<file path="config.mk">
export PLATFORM = sky130hd
export DESIGN_NAME = efs_mux_supervisor
export DESIGN_NICKNAME = d
export VERILOG_FILES = /design/src/inc/efs_pkg.sv /design/src/inc/efs_sel_if.sv /design/src/logic/efs_select_decoder.sv /design/src/logic/efs_mux_supervisor.sv
export SDC_FILE = /design/constraint.sdc
export NUM_CORES = 1
export LEC_CHECK = 0
export BUFFER_PORTS_ARGS = -buffer_cell sky130_fd_sc_hd__buf_4
export CELL_PAD_IN_SITES_DETAIL_PLACEMENT = 0
export CELL_PAD_IN_SITES_GLOBAL_PLACEMENT = 2
export CORE_AREA = 2 2 91 85
export DETAILED_ROUTE_END_ITERATION = 7
export DIE_AREA = 0 0 93 87
export PLACE_DENSITY_LB_ADDON = 0.1
export SLEW_MARGIN = 10
export SYNTH_ARGS = -nofsm -noshare
export SYNTH_HDL_FRONTEND = slang
export SYNTH_SLANG_ARGS = --single-unit
</file>
<file path="constraint.sdc">
create_clock -name clk -period 3.01 [get_ports clk]
set_input_delay 0.903 -clock clk [delete_from_list [all_inputs] [get_ports clk]]
set_output_delay 0.903 -clock clk [all_outputs]
set_load 0.03 [all_outputs]
</file>
<file path="src/inc/efs_pkg.sv">
// Constants shared by the electrode select and reset supervisor logic
`default_nettype none
package efs_pkg;

  // Pins reached by the transmit and receive multiplexers: nine electrodes, two references
  localparam int NUM_PINS = 11;
  localparam int NUM_NODES = 2;

  // Select code values
  localparam logic [3:0] CODE_SOURCE = 4'h0;
  localparam logic [3:0] CODE_FIRST_PIN = 4'h1;
  localparam logic [3:0] CODE_OSC_RAW = 4'hC;
  localparam logic [3:0] CODE_OSC_SERIES = 4'hD;
  localparam logic [3:0] CODE_GROUND = 4'hE;
  localparam logic [3:0] CODE_RESERVED = 4'hF;

  // Oscillator and supervisor times
  localparam int OSC_FREQ_KHZ = 120;
  localparam int POR_TIME_US = 9000;
  localparam int WD_HOLD_TIME_US = 9000;
  localparam int WD_TIME_US = 68000;

  // Least times round up, the typical watchdog time rounds down
  localparam int POR_CYCLES = (POR_TIME_US * OSC_FREQ_KHZ + 999) / 1000;
  localparam int WD_HOLD_CYCLES = (WD_HOLD_TIME_US * OSC_FREQ_KHZ + 999) / 1000;
  localparam int WD_CYCLES = (WD_TIME_US * OSC_FREQ_KHZ) / 1000;

  // Counter width in oscillator cycles
  localparam int CNT_W = 14;

  // Values after reset
  localparam logic [NUM_PINS-1:0] PIN_SEL_RESET = 11'h000;
  localparam logic [NUM_PINS-1:0] GROUND_RESET = 11'h7FF;
  localparam logic [CNT_W-1:0] CNT_RESET = 14'h0000;

  // Supervisor states
  typedef enum logic [2:0] {
    SV_POR = 3'b001,
    SV_RUN = 3'b010,
    SV_WDHOLD = 3'b100
  } efs_sv_state_t;

endpackage : efs_pkg
`default_nettype wire

</file>
<file path="src/inc/efs_sel_if.sv">
// Select code and its decoded selections between the top and the decoder
`timescale 1ns/10ps
`default_nettype none
interface efs_sel_if;
  import efs_pkg::*;
  logic [3:0] code;
  logic [NUM_PINS-1:0] pinSel;
  logic [NUM_NODES-1:0] nodeSel;
  logic srcSel;
  logic gndSel;
  modport decoder (input code, output pinSel, output nodeSel, output srcSel, output gndSel);
  modport user (output code, input pinSel, input nodeSel, input srcSel, input gndSel);
endinterface : efs_sel_if
`default_nettype wire

</file>
<file path="src/logic/efs_select_decoder.sv">
// Combinational decoder of the electrode select code
`timescale 1ns/10ps
`default_nettype none
module efs_select_decoder (
  efs_sel_if.decoder sel
);
  import efs_pkg::*;

  // Compare the code with one value
  function automatic logic codeIs(input logic [3:0] code, input logic [3:0] value);
    codeIs = (code == value);
  endfunction : codeIs

  // One pin line per electrode and reference; reserved and internal codes drive none
  genvar i;
  generate
    for (i = 0; i < NUM_PINS; i++) begin : g_pin
      assign sel.pinSel[i] = codeIs(sel.code, CODE_FIRST_PIN + 4'(i));
    end
  endgenerate

  // Internal nodes for the detector and the internal source and ground
  assign sel.nodeSel[0] = codeIs(sel.code, CODE_OSC_RAW);
  assign sel.nodeSel[1] = codeIs(sel.code, CODE_OSC_SERIES);
  assign sel.srcSel = codeIs(sel.code, CODE_SOURCE);
  assign sel.gndSel = codeIs(sel.code, CODE_GROUND);

endmodule : efs_select_decoder
`default_nettype wire

</file>
<file path="src/logic/efs_mux_supervisor.sv">
// Electrode multiplexer control and power-on/watchdog reset supervisor
//
// Contract
// - Host drives a 4-bit code; excitation goes to at most one of eleven pins, none for codes 0 and 12-15.
// - Code 0 source, 1-9 electrodes, 10-11 references, 12-13 internal nodes, 14 internal ground, 15 reserved.
// - Every unselected electrode or reference output is grounded automatically.
// - Receive multiplexer connects the same pin that transmit drives.
// - Receive multiplexer may instead pick one of two internal nodes by code.
// - Clock output is a square wave at the oscillator frequency.
// - Reset and watchdog times are counted in oscillator cycles, nominally 120 kHz.
// - Missing kick for the watchdog time forces reset, held 9 to 50 ms.
// - Reset held until supply stays valid for the time-out; restarts on any dip.
// - Supply above its maximum also forces reset.
`timescale 1ns/10ps
`default_nettype none
module efs_mux_supervisor #(
  parameter int WD_CYCLES_P = efs_pkg::WD_CYCLES
) (
  input wire logic clk,
  input wire logic sys_rst,
  input wire logic [3:0] electrodeSelectCode,
  input wire logic watchdogKickInput,
  input wire logic oscSquareIn,
  input wire logic supplyLow,
  input wire logic supplyHigh,
  output logic [efs_pkg::NUM_PINS-1:0] txPinSel,
  output logic [efs_pkg::NUM_PINS-1:0] groundPin,
  output logic [efs_pkg::NUM_PINS-1:0] rxPinSel,
  output logic [efs_pkg::NUM_NODES-1:0] rxNodeSel,
  output logic sourceSel,
  output logic groundSel,
  output logic clkOut,
  output logic rstOut_n
);
  import efs_pkg::*;

  // Pin synchronisers, first stage read only by the second
  logic [3:0] codeS1;
  logic [3:0] codeS2;
  logic kickS1;
  logic kickS2;
  logic kickS3;
  logic oscS1;
  logic oscS2;
  logic oscS3;
  logic lowS1;
  logic lowS2;
  logic highS1;
  logic highS2;

  always_ff @(posedge clk or posedge sys_rst) begin
    if (sys_rst) begin
      codeS1 <= CODE_RESERVED;
      codeS2 <= CODE_RESERVED;
      kickS1 <= 1'b0;
      kickS2 <= 1'b0;
      kickS3 <= 1'b0;
      oscS1 <= 1'b0;
      oscS2 <= 1'b0;
      oscS3 <= 1'b0;
      lowS1 <= 1'b1;
      lowS2 <= 1'b1;
      highS1 <= 1'b0;
      highS2 <= 1'b0;
    end else begin
      codeS1 <= electrodeSelectCode;
      codeS2 <= codeS1;
      kickS1 <= watchdogKickInput;
      kickS2 <= kickS1;
      kickS3 <= kickS2;
      oscS1 <= oscSquareIn;
      oscS2 <= oscS1;
      oscS3 <= oscS2;
      lowS1 <= supplyLow;
      lowS2 <= lowS1;
      highS1 <= supplyHigh;
      highS2 <= highS1;
    end
  end

  // Edge detection and supply condition
  logic oscTick;
  logic kickRise;
  logic supplyOk;
  assign oscTick = oscS2 & ~oscS3;
  assign kickRise = kickS2 & ~kickS3;
  assign supplyOk = ~lowS2 & ~highS2;

  // Select decoding
  efs_sel_if selIf ();
  assign selIf.code = codeS2;
  efs_select_decoder u_decoder (
    .sel(selIf)
  );

  // Registered multiplexer controls
  always_ff @(posedge clk or posedge sys_rst) begin
    if (sys_rst) begin
      txPinSel <= PIN_SEL_RESET;
      rxPinSel <= PIN_SEL_RESET;
      groundPin <= GROUND_RESET;
      rxNodeSel <= '0;
      sourceSel <= 1'b0;
      groundSel <= 1'b0;
    end else begin
      txPinSel <= selIf.pinSel;
      rxPinSel <= selIf.pinSel;
      groundPin <= ~selIf.pinSel;
      rxNodeSel <= selIf.nodeSel;
      sourceSel <= selIf.srcSel;
      groundSel <= selIf.gndSel;
    end
  end

  // Square clock output follows the synchronised oscillator
  always_ff @(posedge clk or posedge sys_rst) begin
    if (sys_rst) begin
      clkOut <= 1'b0;
    end else begin
      clkOut <= oscS3;
    end
  end

  // Supervisor next state; supply fault always restarts the power-on interval
  efs_sv_state_t state;
  efs_sv_state_t next_state;
  logic [CNT_W-1:0] cnt;
  logic [CNT_W-1:0] next_cnt;
  logic porDone;
  logic wdExpired;
  logic holdDone;
  assign porDone = oscTick && (cnt == CNT_W'(POR_CYCLES - 1));
  assign wdExpired = oscTick && !kickRise && (cnt == CNT_W'(WD_CYCLES_P - 1));
  assign holdDone = oscTick && (cnt == CNT_W'(WD_HOLD_CYCLES - 1));

  always_comb begin
    next_state = state;
    next_cnt = cnt;
    if (!supplyOk) begin
      next_state = SV_POR;
      next_cnt = CNT_RESET;
    end else begin
      unique case (state)
        SV_POR: begin
          if (porDone) begin
            next_state = SV_RUN;
            next_cnt = CNT_RESET;
          end else if (oscTick) begin
            next_cnt = cnt + 1'b1;
          end
        end
        SV_RUN: begin
          if (kickRise) begin
            next_cnt = CNT_RESET;
          end else if (wdExpired) begin
            next_state = SV_WDHOLD;
            next_cnt = CNT_RESET;
          end else if (oscTick) begin
            next_cnt = cnt + 1'b1;
          end
        end
        SV_WDHOLD: begin
          if (holdDone) begin
            next_state = SV_RUN;
            next_cnt = CNT_RESET;
          end else if (oscTick) begin
            next_cnt = cnt + 1'b1;
          end
        end
        default: begin
          next_state = SV_POR;
          next_cnt = CNT_RESET;
        end
      endcase
    end
  end

  // Supervisor registers; reset output released only in the running state
  always_ff @(posedge clk or posedge sys_rst) begin
    if (sys_rst) begin
      state <= SV_POR;
      cnt <= CNT_RESET;
      rstOut_n <= 1'b0;
    end else begin
      state <= next_state;
      cnt <= next_cnt;
      rstOut_n <= (next_state == SV_RUN);
    end
  end
endmodule : efs_mux_supervisor
`default_nettype wire

</file>
After elaboration in Yosys (flattened, before gate mapping)
Cells that the tools add are included.
- bits in registers: 63
- add/sub/neg operators: 1
- equality and inequality tests: 20
- muxes and demuxes: 11
- reductions and logical operators: 6
- bitwise logic cells: 8
- operator list (cell ; count):
    2-to-1 mux 14 bit ; 5
    == test 4 bit (second input constant) ; 7
    one-hot mux 14 bit (2 select lines) ; 1
    == test 4 x 3 -> 1 bit (second input constant) ; 4
    adder 14 x 1 -> 14 bit (second input constant) ; 1
    == test 14 x 11 -> 1 bit (second input constant) ; 1
    == test 14 x 13 -> 1 bit (second input constant) ; 1
    2-to-1 mux 3 bit ; 4
    inverter 11 bit ; 1
    == test 4 x 2 -> 1 bit (second input constant) ; 2
    == test 3 x 2 -> 1 bit (second input constant) ; 2
    one-hot mux 3 bit (2 select lines) ; 1
    == test 4 x 1 -> 1 bit (second input constant) ; 1
    zero test 4 bit ; 1
    inverter 1 bit ; 4
    AND 1 bit ; 3
    == test 3 x 1 -> 1 bit (second input constant) ; 1
    == test 3 bit (second input constant) ; 1
    logical AND 1 bit ; 3
    OR reduction 2 bit ; 1
    zero test 1 bit ; 1

Depth between registers and ports, before layout
- word-level depth: 10
- mapped depth: 7
- mapped depth without buffers: 6

Cells and area by module
A second synthesis with hierarchy kept.
- cells, all modules: 192
- area total of the unflattened synthesis: 2567.5 µm²
- by module, submodules not included (module ; area an instance (µm²) ; seq. area each (µm²) ; cells an instance ; instances):
    efs_mux_supervisor ; 2299.7 ; 1604.0 ; 173 ; 1
    efs_select_decoder ; 267.8 ; 0.0 ; 19 ; 1

Least setup slack after synthesis
OpenSTA, ideal clock, no wires.
- kind: register -> register
- start point: reg cnt[7]
- end point: reg cnt[3]
- cell stages (with the launch flop): 7
- arrival time: 1573 ps
- slack: 1318 ps
- buffers on the path: 1
- path through: dfrtp_1 > nor4b_1 > nand3_1 > or2_2 > a32oi_2 > buf_6 > nor2_1
- word-level cells in the longest chain between the ends: 6
- elaborated cells on any way between the ends: 9
- ends and longest elaborated chain (what ; RTL line ; RTL):
    start: declaration ; efs_mux_supervisor.sv:127 ; logic [CNT_W-1:0] cnt;
    start signal: assignment ; efs_mux_supervisor.sv:186 ; cnt <= next_cnt;
    == test 14 x 13 -> 1 bit ; efs_mux_supervisor.sv:133 ; assign wdExpired = oscTick && !kickRise && (cnt == CNT_W'(WD_CYCLES_P - 1));
    logical AND 1 bit ; efs_mux_supervisor.sv:133 ;
    2-to-1 mux 14 bit ; efs_mux_supervisor.sv:155 ; end else if (wdExpired) begin
    2-to-1 mux 14 bit ; efs_mux_supervisor.sv:153 ; if (kickRise) begin
    one-hot mux 14 bit (2 select lines) * ; efs_mux_supervisor.sv:143 ; unique case (state)
    2-to-1 mux 14 bit * ; efs_mux_supervisor.sv:139 ; if (!supplyOk) begin
    via next_cnt[3] ; efs_mux_supervisor.sv:128 ; logic [CNT_W-1:0] next_cnt;
Mark *: on every way through the listed nets, which the timed path passes. The rest lies on a longest branch.

Worst setup path in the final report
- start point: reg cnt[0]
- end point: reg cnt[0]
- word-level cells in the longest chain between the ends: 6
- elaborated cells on any way between the ends: 11
- ends and longest elaborated chain (what ; RTL line):
    adder 14 x 1 -> 14 bit / == test 14 x 13 -> 1 bit (equally long branches) ; -
    2-to-1 mux 14 bit / logical AND 1 bit (equally long branches) ; -
    2-to-1 mux 14 bit ; efs_mux_supervisor.sv:155
    2-to-1 mux 14 bit ; efs_mux_supervisor.sv:153
    one-hot mux 14 bit (2 select lines) * ; efs_mux_supervisor.sv:143
    2-to-1 mux 14 bit * ; efs_mux_supervisor.sv:139
    via next_cnt[0] ; efs_mux_supervisor.sv:128
Marks and branches as above.

==> results.toml <==
[status]
status = "finished clean"

[critical_path]
cpPeakStageDelay_ns = 0.64
crit_buf_inv = 0
crit_path_cell_trace = "ha_1, nand4_1, or2_2, a32oi_2, nor2_1"
worstSetupPathType = "reg2reg"
crit_slowest_cell = "a32oi_2"
crit_required_ns = 3.20
critPathCaptureType = "flip-flop"
arrival_ns = 2.40
start_kind = "flip-flop"
path_delay_family = "simple AND/OR/NAND/NOR gates"
crit_path_max_fanout = 14

[logic_synthesis]
ys_ff_latch = 63
synth_nets = 209
yosysTopAreaCell = "dfrtp_1"
synth_area_mm2 = 0.002432
synthArstFlopShare = 1.000
yosysMostFrequentCell = "dfrtp_1"
synth.area.top_cells = "dfrtp_1, dfstp_2, nor2_1"
ys.warnings.count = 0
synthesis.instances = 198
ys.flop_type = "dfrtp_1"
ys_types = 37
synth_top_area_frac = 0.4218
seq_area_frac_synth = 0.6595
avgSynthCellArea_um2 = 12.28
synth_edf_count = 0
synth_commonest_cells = "dfrtp_1, nor2_1, dfstp_2, nand2_1, inv_1"

[drt]
postRouteAntennaNets = 0
post_drt_wl_per_cell_um = 12.87
vias = 1470
dr_wl_met3_um = 212
drtIter0Drc = 61
wl_mm = 4.413
drc = 0
viasPerCell = 4.286
met1Wirelength_mm = 2.084
drtPass1Iterations = 4
highest_layer = "met4"
met2_length_mm = 2.070

[cts]
clock_path_buffers = 2
clk_pin_slew_ns = 0.07
hold_buffers = 0
cts_buffers = 9
insertion_delay_ns = 0.33
cts_root_buf = "clkbuf_8"
cts_sinks = 63
ctsResizeCount = 0
cts_max_level = 3
post_cts_buffers = 0
cts_tree = "done"

[timing]
final.period_utilization = 0.7348
max_slew.worst_pin.slew_ns = 0.8623
hold_viol = 0
slew_headroom = 0.4198
rsz0062_at_grt = "false"
tns_ns = 0
fin_crit_ns = 2.212
skew_ns = 0.006479
setup_violations = 0
slew_violations = 0
max_freq_mhz = 452.1

[run]
cap_violations = 0

[die]
coreArea_mm2 = 0.007207
die_y_um = 87
fp.dieW_um = 93
rows = 30
io_pins = 49
initial_utilization = 0.3375
dieArea_mm2 = 0.008091

[final_layout]
diodes = 0
nFillCells = 733
nets = 253
regArea_mm2 = 0.001604
multi_input_area_um2 = 655.6
syn_to_final_growth_pct = 23.20
drive_gt1_frac = 0.3968

[global_route]
grt_pass1_wl_mm = 7.383
grt.overflow.total = 0
grt_pass1_vias = 1510
antenna_found_initial = 0
grt_usage = 0.1222
grt_max_degree = 64

[power_and_ir_drop]
p_sw_uw = 422.6
power_mw = 1.717
comb_power_share = 0.058
p_int_mw = 1.295
power.density_mw_per_mm2 = 573.1
pwr-share-clk = 0.422
switching_share = 0.2461
peakVddDrop_v = 0.0002634
p_leak_nw = 1.409
seqPwrFrac = 0.519

[placement]
dp_hpwl_mm = 2.925
gp_congestion = 0.6732
numPortBuffers = 48

[hold_path]
hold_path.class = "reg2reg"
through the flow:
stage / hold slack [ns] / instance area, um2 / setup slack [ns] / utilization / std cells
final: 0.3491 / 2997 / 0.7983 / 0.4158 / 343
after global routing: 0.3549 / 2997 / 0.6088 / 0.4158 / 343
after CTS: 0.3502 / 2997 / 0.7403 / 0.4158 / 343
after detailed placement: 0.3347 / 2800 / 0.7507 / 0.3885 / 327
after global placement: 0.3342 / 2800 / 0.8049 / 0.3885 / 327
after floorplan: 0.3312 / 2432 / 0.5737 / - / 198
final timing paths:
kind,from,to,slack [ns],depth (start not counted)
min reg2reg,highS1$_DFF_PP0_,highS2$_DFF_PP0_,0.35,0
max,cnt[0]$_DFF_PP0_,cnt[0]$_DFF_PP0_,0.80,5
min in group asynchronous,sys_rst,cnt[1]$_DFF_PP0_,0.79,3
max reg2reg,cnt[0]$_DFF_PP0_,cnt[0]$_DFF_PP0_,0.80,5
max in group asynchronous,sys_rst,rxPinSel[8]$_DFF_PP0_,1.72,3
min,highS1$_DFF_PP0_,highS2$_DFF_PP0_,0.35,0
power by group through the flow:
| stage | sequential, mW | clock, mW | combinational (mW) |
|---|---|---|---|
| after global routing | 0.895 | 0.792 | 0.109 |
| after floorplan | 0.922 | 0 | 0.0499 |
| after CTS | 0.892 | 0.761 | 0.103 |
| after global placement | 0.907 | 0 | 0.102 |
| after detailed placement | 0.907 | 0 | 0.102 |
| final | 0.892 | 0.725 | 0.0998 |
cells in the final DEF (no fill, tap or decap), drive strengths merged, types with 6 or more instances in the layout:
master,count
clkbuf,9
xor2,6
nor2b,7
nand3,8
dfrtp,41
inv,15
nor2,24
buf,49
nand4,6
dfstp,22
xnor2,8
nand2,15
worst reg2reg max path: cells and delay by family (launching register included):
kind / cells / cell delay (ns)
AND/OR/NAND/NOR: 3 / 0.79
AO/OA/AOI/OAI: 1 / 0.64
adder cells (fa/ha/maj): 1 / 0.24
flip-flops: 1 / 0.40
registers in the layout, indices dropped and copies added (netlist names), 2 cells and up:
name and flops:
rxNodeSel 2, codeS1 4, rxPinSel 11, codeS2 4, cnt 14, groundPin 11, state 3
kinds of logic after synthesis:
logic type | Yosys count | share of synthesized area
AND/OR/NAND/NOR | 80 | 0.1754
flip-flops | 63 | 0.6595
buffers and inverters | 30 | 0.07099
XOR/XNOR | 14 | 0.05041
AO/OA/AOI/OAI | 9 | 0.03446
multiplexers | 1 | 0.004115
adder cells (fa/ha/maj) | 1 | 0.005143
layer usage:
metal  GRT usage  vias up
met5           0        -
met4     0.04412        0
met3     0.05887        4
met2      0.1845       32
met1      0.1537      712
li1            -      722
cell type report:
cell class | count | share of cell area
clock buffer | 9 | 0.04134
clock inverter | 7 | 0.02422
inverter | 14 | 0.01754
multi-input combinational | 105 | 0.2188
sequential | 63 | 0.5353
tap | 96 | 0.04008
timing repair buffer | 49 | 0.1228
Power figures use the tool's default switching activity.
